===== config.mk =====
export PLATFORM = sky130hd
export DESIGN_NAME = ppi_top
export DESIGN_NICKNAME = d
export VERILOG_FILES = /design/src/include/ppi_pkg.sv /design/src/include/ppi_edge_if.sv /design/src/rtl/ppi_top.sv /design/src/rtl/ppi_edge_det.sv
export SDC_FILE = /design/constraint.sdc
export NUM_CORES = 1
export LEC_CHECK = 0
export ABC_CLOCK_PERIOD_IN_PS = 2710
export BUFFER_PORTS_ARGS = -buffer_cell sky130_fd_sc_hd__buf_2
export CORE_ASPECT_RATIO = 1.5
export CORE_MARGIN = 2
export CORE_UTILIZATION = 39
export CTS_CLUSTER_SIZE = 24
export DETAILED_ROUTE_END_ITERATION = 6
export PLACE_DENSITY = 0.63
export SKIP_LAST_GASP = 1
export SYNTH_ARGS = -nofsm -noshare
export SYNTH_HDL_FRONTEND = slang
export SYNTH_HIERARCHICAL = 1
export SYNTH_SLANG_ARGS = --single-unit

===== constraint.sdc =====
create_clock -name clk -period 2.71 [get_ports clk]
set_clock_uncertainty 0.05 [all_clocks]
set_input_delay 0.542 -clock clk [delete_from_list [all_inputs] [get_ports clk]]
set_output_delay 0.542 -clock clk [all_outputs]
set_load 0.01 [all_outputs]

===== src/include/ppi_pkg.sv =====
/*
  ppi_pkg: register map, field positions, reset values and interrupt
  register layout for the port pin interrupt front end.
  assumes: single clock domain, byte-wide register port.
*/
package ppi_pkg;
  // ****************************************************
  // register offsets
  // ****************************************************
  localparam logic [7:0] ADDR_P2_PEND = 8'h8b;
  localparam logic [7:0] ADDR_EDGE_CTRL = 8'h8c;
  localparam logic [7:0] ADDR_IRQ_STAT = 8'hc0;
  localparam logic [7:0] ADDR_IRQ_MASK = 8'hc1;
  localparam logic [7:0] ADDR_P0_STAT = 8'hc2;
  localparam logic [7:0] ADDR_P1_STAT = 8'hc3;
  // ****************************************************
  // fields
  // ****************************************************
  localparam int P2_PINS = 5;
  localparam int BIT_P2_GATE = 5;
  localparam int BIT_P0_HI_GATE = 4;
  localparam int BIT_P0_LO_GATE = 3;
  localparam int BIT_P2_EDGE = 2;
  localparam int BIT_P1_EDGE = 1;
  localparam int BIT_P0_EDGE = 0;
  localparam int BIT_USB_IN = 7;
  localparam logic [7:0] EDGE_CTRL_WMASK = 8'h7f;
  localparam logic [7:0] EDGE_CTRL_RST = 8'h00;
  localparam logic [4:0] P2_PEND_RST = 5'h00;
  localparam logic [7:0] IRQ_RST = 8'h00;
  // interrupt status layout: bit0 port0, bit1 port1, bit2 port2
  localparam int IRQ_P0 = 0;
  localparam int IRQ_P1 = 1;
  localparam int IRQ_P2 = 2;
  localparam logic [7:0] IRQ_WMASK = 8'h07;
endpackage


===== src/include/ppi_edge_if.sv =====
/*
  ppi_edge_if: carries synchronised pin levels, polarity and the detected
  edge pulses between the top and the edge detector.
  assumes: one clock domain.
*/
`timescale 1ns/1ps
interface ppi_edge_if;
  logic [20:0] level;
  logic [20:0] falling_sel;
  logic [20:0] edge_hit;
  modport top (output level, output falling_sel, input edge_hit);
  modport det (input level, input falling_sel, output edge_hit);
endinterface


===== src/rtl/ppi_top.sv =====
/*
  ppi_top: port pin interrupt front end: port 2 pending flags, the port
  interrupt control register, per-port edge events and one irq line.
  assumes: pins are asynchronous to clk; register port master as usual.
*/
`timescale 1ns/1ps
module ppi_top (
  input wire logic clk,
  input wire logic sys_rst,
  input wire logic [7:0] addr,
  input wire logic [7:0] wdata,
  input wire logic wr_stb,
  input wire logic rd_stb,
  output logic [7:0] rdata,
  input wire logic [7:0] port0_pin,
  input wire logic [7:0] port1_pin,
  input wire logic [4:0] port2_pin,
  input wire logic usb_resume,
  input wire logic usb_variant,
  output logic port0_irq_req,
  output logic port1_irq_req,
  output logic port2_irq_req,
  output logic irq
);
  import ppi_pkg::*;

  // ****************************************************
  // pin synchronisers
  // ****************************************************
  logic [20:0] raw_in;
  logic [20:0] sync1_reg;
  logic [20:0] sync2_reg;
  logic [7:0] p0_eff;
  logic [7:0] edge_ctrl_reg;
  logic [4:0] p2_pend_reg;
  logic [7:0] stat_reg;
  logic [7:0] mask_reg;
  logic [7:0] p0_evt_reg;
  logic [7:0] p1_evt_reg;

  // usb resume replaces pin 7 of port 0 on the usb variant
  always_comb begin
    p0_eff = port0_pin;
    if (usb_variant) begin
      p0_eff[BIT_USB_IN] = usb_resume;
    end
  end

  assign raw_in = {port2_pin, port1_pin, p0_eff};

  always_ff @(posedge clk or posedge sys_rst) begin
    if (sys_rst) begin
      sync1_reg <= 21'h000000;
      sync2_reg <= 21'h000000;
    end else begin
      sync1_reg <= raw_in;
      sync2_reg <= sync1_reg;
    end
  end

  // ****************************************************
  // edge detection
  // ****************************************************
  ppi_edge_if eif ();
  logic [7:0] p0_hit;
  logic [7:0] p1_hit;
  logic [4:0] p2_hit;

  assign eif.level = sync2_reg;
  // one polarity bit fans out to a whole port
  assign eif.falling_sel = {{5{edge_ctrl_reg[BIT_P2_EDGE]}},
                            {8{edge_ctrl_reg[BIT_P1_EDGE]}},
                            {8{edge_ctrl_reg[BIT_P0_EDGE]}}};
  assign p0_hit = eif.edge_hit[7:0];
  assign p1_hit = eif.edge_hit[15:8];
  assign p2_hit = eif.edge_hit[20:16];

  ppi_edge_det u_det (
    .clk(clk),
    .sys_rst(sys_rst),
    .e(eif)
  );

  // ****************************************************
  // register writes
  // ****************************************************
  logic wr_edge_ctrl;
  logic wr_p2;
  logic wr_stat;
  logic wr_mask;
  logic [4:0] p2_pend_next;
  logic [7:0] stat_next;
  logic [7:0] evt_now;

  assign wr_edge_ctrl = wr_stb && (addr == ADDR_EDGE_CTRL);
  assign wr_p2 = wr_stb && (addr == ADDR_P2_PEND);
  assign wr_stat = wr_stb && (addr == ADDR_IRQ_STAT);
  assign wr_mask = wr_stb && (addr == ADDR_IRQ_MASK);

  // bit 7 is read-only zero; bit 6 stores but does nothing
  always_ff @(posedge clk or posedge sys_rst) begin
    if (sys_rst) begin
      edge_ctrl_reg <= EDGE_CTRL_RST;
    end else if (wr_edge_ctrl) begin
      edge_ctrl_reg <= wdata & EDGE_CTRL_WMASK;
    end
  end

  // set beats clear so an edge in the clearing cycle survives
  always_comb begin
    p2_pend_next = p2_pend_reg;
    if (wr_p2) begin
      p2_pend_next = p2_pend_reg & wdata[P2_PINS-1:0];
    end
    p2_pend_next = p2_pend_next | p2_hit;
  end

  always_ff @(posedge clk or posedge sys_rst) begin
    if (sys_rst) begin
      p2_pend_reg <= P2_PEND_RST;
    end else begin
      p2_pend_reg <= p2_pend_next;
    end
  end

  // port 0 and port 1 edge events, registered for one cycle only for the outer flag logic
  always_ff @(posedge clk or posedge sys_rst) begin
    if (sys_rst) begin
      p0_evt_reg <= 8'h00;
      p1_evt_reg <= 8'h00;
    end else begin
      p0_evt_reg <= p0_hit;
      p1_evt_reg <= p1_hit;
    end
  end

  // ****************************************************
  // request gating
  // ****************************************************
  logic p0_req;
  logic p1_req;
  logic p2_req;

  assign p0_req = (edge_ctrl_reg[BIT_P0_HI_GATE] && (|p0_evt_reg[7:4]))
               || (edge_ctrl_reg[BIT_P0_LO_GATE] && (|p0_evt_reg[3:0]));
  // port 1 gate lives in its own mask elsewhere
  assign p1_req = |p1_evt_reg;
  assign p2_req = edge_ctrl_reg[BIT_P2_GATE] && (|p2_pend_reg);

  always_ff @(posedge clk or posedge sys_rst) begin
    if (sys_rst) begin
      port0_irq_req <= 1'b0;
      port1_irq_req <= 1'b0;
      port2_irq_req <= 1'b0;
    end else begin
      port0_irq_req <= p0_req;
      port1_irq_req <= p1_req;
      port2_irq_req <= p2_req;
    end
  end

  // ****************************************************
  // interrupt status and mask
  // ****************************************************
  always_comb begin
    evt_now = 8'h00;
    evt_now[IRQ_P0] = p0_req;
    evt_now[IRQ_P1] = p1_req;
    evt_now[IRQ_P2] = |p2_hit;
    stat_next = stat_reg;
    if (wr_stat) begin
      stat_next = stat_reg & ~wdata;
    end
    stat_next = (stat_next | evt_now) & IRQ_WMASK;
  end

  always_ff @(posedge clk or posedge sys_rst) begin
    if (sys_rst) begin
      stat_reg <= IRQ_RST;
    end else begin
      stat_reg <= stat_next;
    end
  end

  always_ff @(posedge clk or posedge sys_rst) begin
    if (sys_rst) begin
      mask_reg <= IRQ_RST;
    end else if (wr_mask) begin
      mask_reg <= wdata & IRQ_WMASK;
    end
  end

  always_ff @(posedge clk or posedge sys_rst) begin
    if (sys_rst) begin
      irq <= 1'b0;
    end else begin
      // new mask taken at once so irq follows it without a lag
      irq <= |(stat_next & (wr_mask ? (wdata & IRQ_WMASK) : mask_reg));
    end
  end

  // ****************************************************
  // register reads
  // ****************************************************
  always_ff @(posedge clk or posedge sys_rst) begin
    if (sys_rst) begin
      rdata <= 8'h00;
    end else if (rd_stb) begin
      case (addr)
        ADDR_P2_PEND: rdata <= {3'h0, p2_pend_reg};
        ADDR_EDGE_CTRL: rdata <= edge_ctrl_reg;
        ADDR_IRQ_STAT: rdata <= stat_reg;
        ADDR_IRQ_MASK: rdata <= mask_reg;
        ADDR_P0_STAT: rdata <= sync2_reg[7:0];
        ADDR_P1_STAT: rdata <= sync2_reg[15:8];
        default: rdata <= 8'h00;
      endcase
    end else begin
      rdata <= 8'h00;
    end
  end

  // ****************************************************
  // checks
  // ****************************************************
  property p_pend_set;
    @(posedge clk) disable iff (sys_rst)
      (|p2_hit) |=> ((p2_pend_reg & $past(p2_hit)) == $past(p2_hit));
  endproperty
  a_pend_set: assert property (p_pend_set)
    else $error("port 2 edge did not set pending flag");

  property p_clear_zero;
    @(posedge clk) disable iff (sys_rst)
      (wr_p2 && !(|p2_hit)) |=>
        (p2_pend_reg == ($past(p2_pend_reg) & $past(wdata[4:0])));
  endproperty
  a_clear_zero: assert property (p_clear_zero)
    else $error("pending flag write not zero-clear");

  property p_p2_read;
    @(posedge clk) disable iff (sys_rst)
      (rd_stb && addr == ADDR_P2_PEND) |=> (rdata[7:5] == 3'h0);
  endproperty
  a_p2_read: assert property (p_p2_read)
    else $error("unused port 2 flag bits read nonzero");

  property p_p2_gate;
    @(posedge clk) disable iff (sys_rst)
      !edge_ctrl_reg[BIT_P2_GATE] |=> !port2_irq_req;
  endproperty
  a_p2_gate: assert property (p_p2_gate)
    else $error("port 2 request while gated");

  property p_p0_hi;
    @(posedge clk) disable iff (sys_rst)
      (edge_ctrl_reg[BIT_P0_HI_GATE] && |p0_evt_reg[7:4]) |=> port0_irq_req;
  endproperty
  a_p0_hi: assert property (p_p0_hi)
    else $error("upper port 0 event not passed");

  property p_p0_lo;
    @(posedge clk) disable iff (sys_rst)
      (!edge_ctrl_reg[BIT_P0_LO_GATE] && !edge_ctrl_reg[BIT_P0_HI_GATE])
        |=> !port0_irq_req;
  endproperty
  a_p0_lo: assert property (p_p0_lo)
    else $error("port 0 request while both gates off");

  property p_rise;
    @(posedge clk) disable iff (sys_rst)
      (!edge_ctrl_reg[BIT_P2_EDGE] && !$past(sync2_reg[16]) && sync2_reg[16])
        |-> p2_hit[0];
  endproperty
  a_rise: assert property (p_rise)
    else $error("rising edge missed on port 2");

  property p_usb;
    @(posedge clk) disable iff (sys_rst)
      (usb_variant && usb_resume) |=> ##1 sync2_reg[BIT_USB_IN];
  endproperty
  a_usb: assert property (p_usb)
    else $error("usb resume not routed to port 0 input 7");

  property p_p1_fall;
    @(posedge clk) disable iff (sys_rst)
      (edge_ctrl_reg[BIT_P1_EDGE] && $past(sync2_reg[8]) && !sync2_reg[8])
        |-> p1_hit[0];
  endproperty
  a_p1_fall: assert property (p_p1_fall)
    else $error("falling edge missed on port 1");

  property p_p0_fall;
    @(posedge clk) disable iff (sys_rst)
      (edge_ctrl_reg[BIT_P0_EDGE] && !$past(sync2_reg[0]) && sync2_reg[0])
        |-> !p0_hit[0];
  endproperty
  a_p0_fall: assert property (p_p0_fall)
    else $error("rising edge taken in falling mode");
endmodule // ppi_top


===== src/rtl/ppi_edge_det.sv =====
/*
  ppi_edge_det: per-input edge detector with selectable polarity.
  assumes: inputs already synchronised to clk.
*/
`timescale 1ns/1ps
module ppi_edge_det (
  input wire logic clk,
  input wire logic sys_rst,
  ppi_edge_if.det e
);
  logic [20:0] last_reg;

  always_ff @(posedge clk or posedge sys_rst) begin
    if (sys_rst) begin
      last_reg <= 21'h000000;
    end else begin
      last_reg <= e.level;
    end
  end

  genvar i;
  generate
    for (i = 0; i < 21; i++) begin : g_edge
      // rising when select is 0, falling when 1
      assign e.edge_hit[i] = e.falling_sel[i] ?
        (last_reg[i] & ~e.level[i]) : (~last_reg[i] & e.level[i]);
    end
  endgenerate
endmodule // ppi_edge_det


==> flow_summary_export.csv <==
group,metric,value,unit
run_status,result_of_the_run,"finished clean",
hold_path,hold_path_startpoint,"port0_pin[4]",
routing,vias,2342,
synthesis,yosysSeqAreaShare,68.8,%
floorplan,die_h,127,um
placement,globalplace.congestion,0.783,
sta,timing.fmax,590,MHz
clocking,cts.repair.resized,0,
power_and_ir_drop,vdd.ir_drop.worst,498,uV
power_and_ir_drop,cellLeakagePower,2.09,nW
routing,initialDrtViolationCount,157,
worst_setup_path,path_class,"input pin to register",
placement,place.detailed.hpwl,5.19,mm
sta,worst-slew-pin-transition,0.882,ns
clocking,clk_path_buf_depth,2,
grt,largest_net_degree_at_the_start_of_global_routing,38,
sta,finalHoldViolations,0,
sta,holdWs,0.250,ns
routing,postRouteAntennaNets,0,
worst_setup_path,crit_path_max_fanout,8,
sta,report.final.slew_viol_count,0,
clocking,cts.repair_timing.setup_buffer_count,0,
power_and_ir_drop,net-switching-power,0.709,mW
synthesis,syn_nets,317,
routing,first_pass_iters,4,
routing,drc,0,
hold_path,whs_path_depth,1,
job,max_cap_violations,0,
floorplan,initial_core_util,39.6,%
sta,finalCritPeriodShare,62.6,%
sta,timing.final.crit_period,1.70,ns
worst_setup_path,timing.critical_path.from_type,"input pin",
hold_path,holdPathEnd,"sync1_reg[4]",
clocking,clkTransAtPathRegs,0.07,ns
worst_setup_path,timing.rr.start,"edge_ctrl_reg[2]",
cells_and_area,multi_input_comb_area,1170,um2
power_and_ir_drop,power.share.combinational,5.4,%
sta,maxSlewHeadroom,41.2,%
cells_and_area,antenna_cells,0,
power_and_ir_drop,p_per_area,698,nW/um2
cells_and_area,finalNetCount,379,
worst_setup_path,ff2ff_setup_slack,1.14,ns
hold_path,hold_path_class,"input pin to register",
cells_and_area,share_of_cells_above_drive_strength_1,32.0,%
grt,grt_usage,14.3,%
synthesis,post_synthesis_cells,274,
clocking,cts_inserted_buffers,9,
worst_setup_path,crit_arrival,1.89,ns
worst_setup_path,cp.required,2.91,ns
sta,setup_total_negative_slack,0,ns
floorplan,area_of_the_die,11000,um2
floorplan,std_cell_rows,45,
synthesis,flop_and_latch_count_out_of_synthesis,109,
cells_and_area,fillers,909,
sta,grt_setup_unrepaired,"no",
worst_setup_path,worst_r2r_endpoint,"irq",
power_and_ir_drop,power_switching_share,21.7,%
grt,grt_overflow,0,
synthesis,yosysUniqueCellTypes,41,
worst_setup_path,timing.reg2reg.worst_path_depth,6,
sta,finalSetupViolCount,0,
grt,grt_pass1_vias,2359,
routing,wl_per_cell,15.6,um
clocking,cts_max_level,3,
floorplan,fp.dieW,86.3,um
placement,placement.io_buffers,53,
floorplan,placeableCoreArea,10000,um2
routing,viasPerCell,5.11,
routing,drt_wl_total,7.16,mm
synthesis,synth-warning-count,6,
power_and_ir_drop,power.clock.fraction,40.8,%
power_and_ir_drop,share_seq_of_total_power,53.8,%
worst_setup_path,crit_path_start,"addr[5]",
clocking,cts-root-buf,"sky130_fd_sc_hd__clkbuf_16",
cells_and_area,seqCellArea,2730,um2
grt,grt_pass1_wl,11.7,mm
synthesis,avgSynthCellArea,14.5,um2
cells_and_area,growth_of_design_area_from_synthesis_to_finish,18.4,%
floorplan,io_pins,55,
power_and_ir_drop,power_report.internal_total,2.56,mW
clocking,ctsHoldBuffers,0,
worst_setup_path,critical_path.endpoint_type,"register",
clocking,cts_sinks,109,
grt,antenna_found_initial,0,
synthesis,syn_area,3960,um2
cells_and_area,utilization,46.8,%
clocking,clk_latency,0.34,ns
clocking,tritoncts_clock_tree,"built",
-- area by class of cell --
class	count	area share, %
clock buffers	12	5.47
clock inverters	4	1.17
inverters	9	0.800
multi-input cells	151	24.9
flip-flops and latches	109	58.1
well taps	117	3.12
repair buffers	56	6.40
-- critical path: stages --
cell and delay, ns:
sky130_fd_sc_hd__buf_2 0.12, sky130_fd_sc_hd__nor3b_4 0.31, sky130_fd_sc_hd__and4_1 0.37, sky130_fd_sc_hd__buf_4 0.22, sky130_fd_sc_hd__a22oi_1 0.10, sky130_fd_sc_hd__a31oi_1 0.24
-- layer usage --
| metal | up-vias | GRT usage [%] | wire length [um] |
|---|---|---|---|
| met5 | - | 0 | 0 |
| met4 | 0 | 7.35 | 184 |
| met3 | 11 | 3.62 | 233 |
| met2 | 37 | 24.9 | 3860 |
| met1 | 1193 | 16.0 | 2880 |
| li1 | 1101 | - | - |
-- cell families (layout without fill, tap and decap cells) --
group	count (synthesis)	count (layout)	synth area share [%]
AO/OA/AOI/OAI	59	59	13.4
buffers and inverters	14	81	1.70
AND/OR/NAND/NOR	82	82	12.6
flip-flops	109	109	68.8
multiplexers	10	10	3.44
-- how the worst max path moves through the flow --
stage / to / slack [ns] / cells after the start
6_report: rdata[1] / 1.01 / 6
5_1_grt: rdata[1] / 0.88 / 5
4_1_cts: rdata[1] / 1.02 / 6
3_5_place_dp: rdata[1] / 0.67 / 6
3_3_place_gp: irq / 0.72 / 5
2_1_floorplan: edge_ctrl_reg[0] / 1.01 / 5
-- power groups by stage --
stage	clock, mW	sequential (mW)	combinational, mW
2_1_floorplan	0	1.78	0.110
3_3_place_gp	0	1.79	0.176
3_5_place_dp	0	1.79	0.182
4_1_cts	1.37	1.76	0.183
5_1_grt	1.44	1.77	0.200
6_report	1.33	1.76	0.178
-- cells in the mapped netlist, drive strengths merged --
| cell type | number | area, um2 |
|---|---|---|
| nor4bb | 1 | 10.0 |
| nor4b | 2 | 23.8 |
| nand2 | 27 | 118 |
| and3 | 1 | 7.51 |
| a31oi | 4 | 25.0 |
| nand2b | 26 | 163 |
| a21oi | 6 | 30.0 |
| o41ai | 2 | 17.5 |
| and4 | 3 | 27.5 |
| dfrtp | 109 | 2730 |
| nor3b | 2 | 26.3 |
| o22ai | 22 | 269 |
| o21ai | 5 | 25.0 |
| and2 | 3 | 18.8 |
| or4 | 1 | 7.51 |
| nor4 | 2 | 12.5 |
| a41oi | 1 | 8.76 |
| nor2 | 3 | 11.3 |
| clkbuf | 1 | 5.00 |
| a22oi | 16 | 120 |
| mux2 | 8 | 116 |
| o31ai | 1 | 21.3 |
| buf | 4 | 28.8 |
| nor3 | 1 | 5.00 |
| inv | 9 | 33.8 |
| nand4 | 4 | 25.0 |
| and3b | 1 | 8.76 |
| or2 | 2 | 12.5 |
| nor2b | 2 | 12.5 |
| o221ai | 1 | 8.76 |
| o21a | 1 | 7.51 |
| and4b | 1 | 10.0 |
| mux2i | 2 | 20.0 |
-- layout by cell type, fill, tap and decap left out, types with 3 or more instances in the layout --
master | Yosys | layout
sky130_fd_sc_hd__dfrtp_1 | 109 | 109
sky130_fd_sc_hd__buf_2 | 2 | 53
sky130_fd_sc_hd__nand2_1 | 26 | 26
sky130_fd_sc_hd__nand2b_1 | 26 | 26
sky130_fd_sc_hd__o22ai_2 | 21 | 21
sky130_fd_sc_hd__a22oi_1 | 16 | 16
sky130_fd_sc_hd__clkbuf_16 | 0 | 9
sky130_fd_sc_hd__inv_1 | 9 | 8
sky130_fd_sc_hd__mux2_4 | 7 | 7
sky130_fd_sc_hd__a21oi_1 | 6 | 6
sky130_fd_sc_hd__o21ai_0 | 5 | 5
sky130_fd_sc_hd__a31oi_1 | 4 | 4
sky130_fd_sc_hd__nand4_1 | 4 | 4
sky130_fd_sc_hd__nor2_1 | 3 | 3
sky130_fd_sc_hd__and2_1 | 3 | 3
-- through the flow --
step	instances	power, mW	cell area, um2	worst slack, ns
4_1_cts	458	3.31	4690	1.02
6_report	458	3.27	4690	1.01
5_1_grt	458	3.41	4690	0.877
3_5_place_dp	442	1.97	4380	0.666
3_3_place_gp	442	1.96	4380	0.717
2_1_floorplan	274	1.89	3970	1.01
Power figures use the tool's default switching activity.
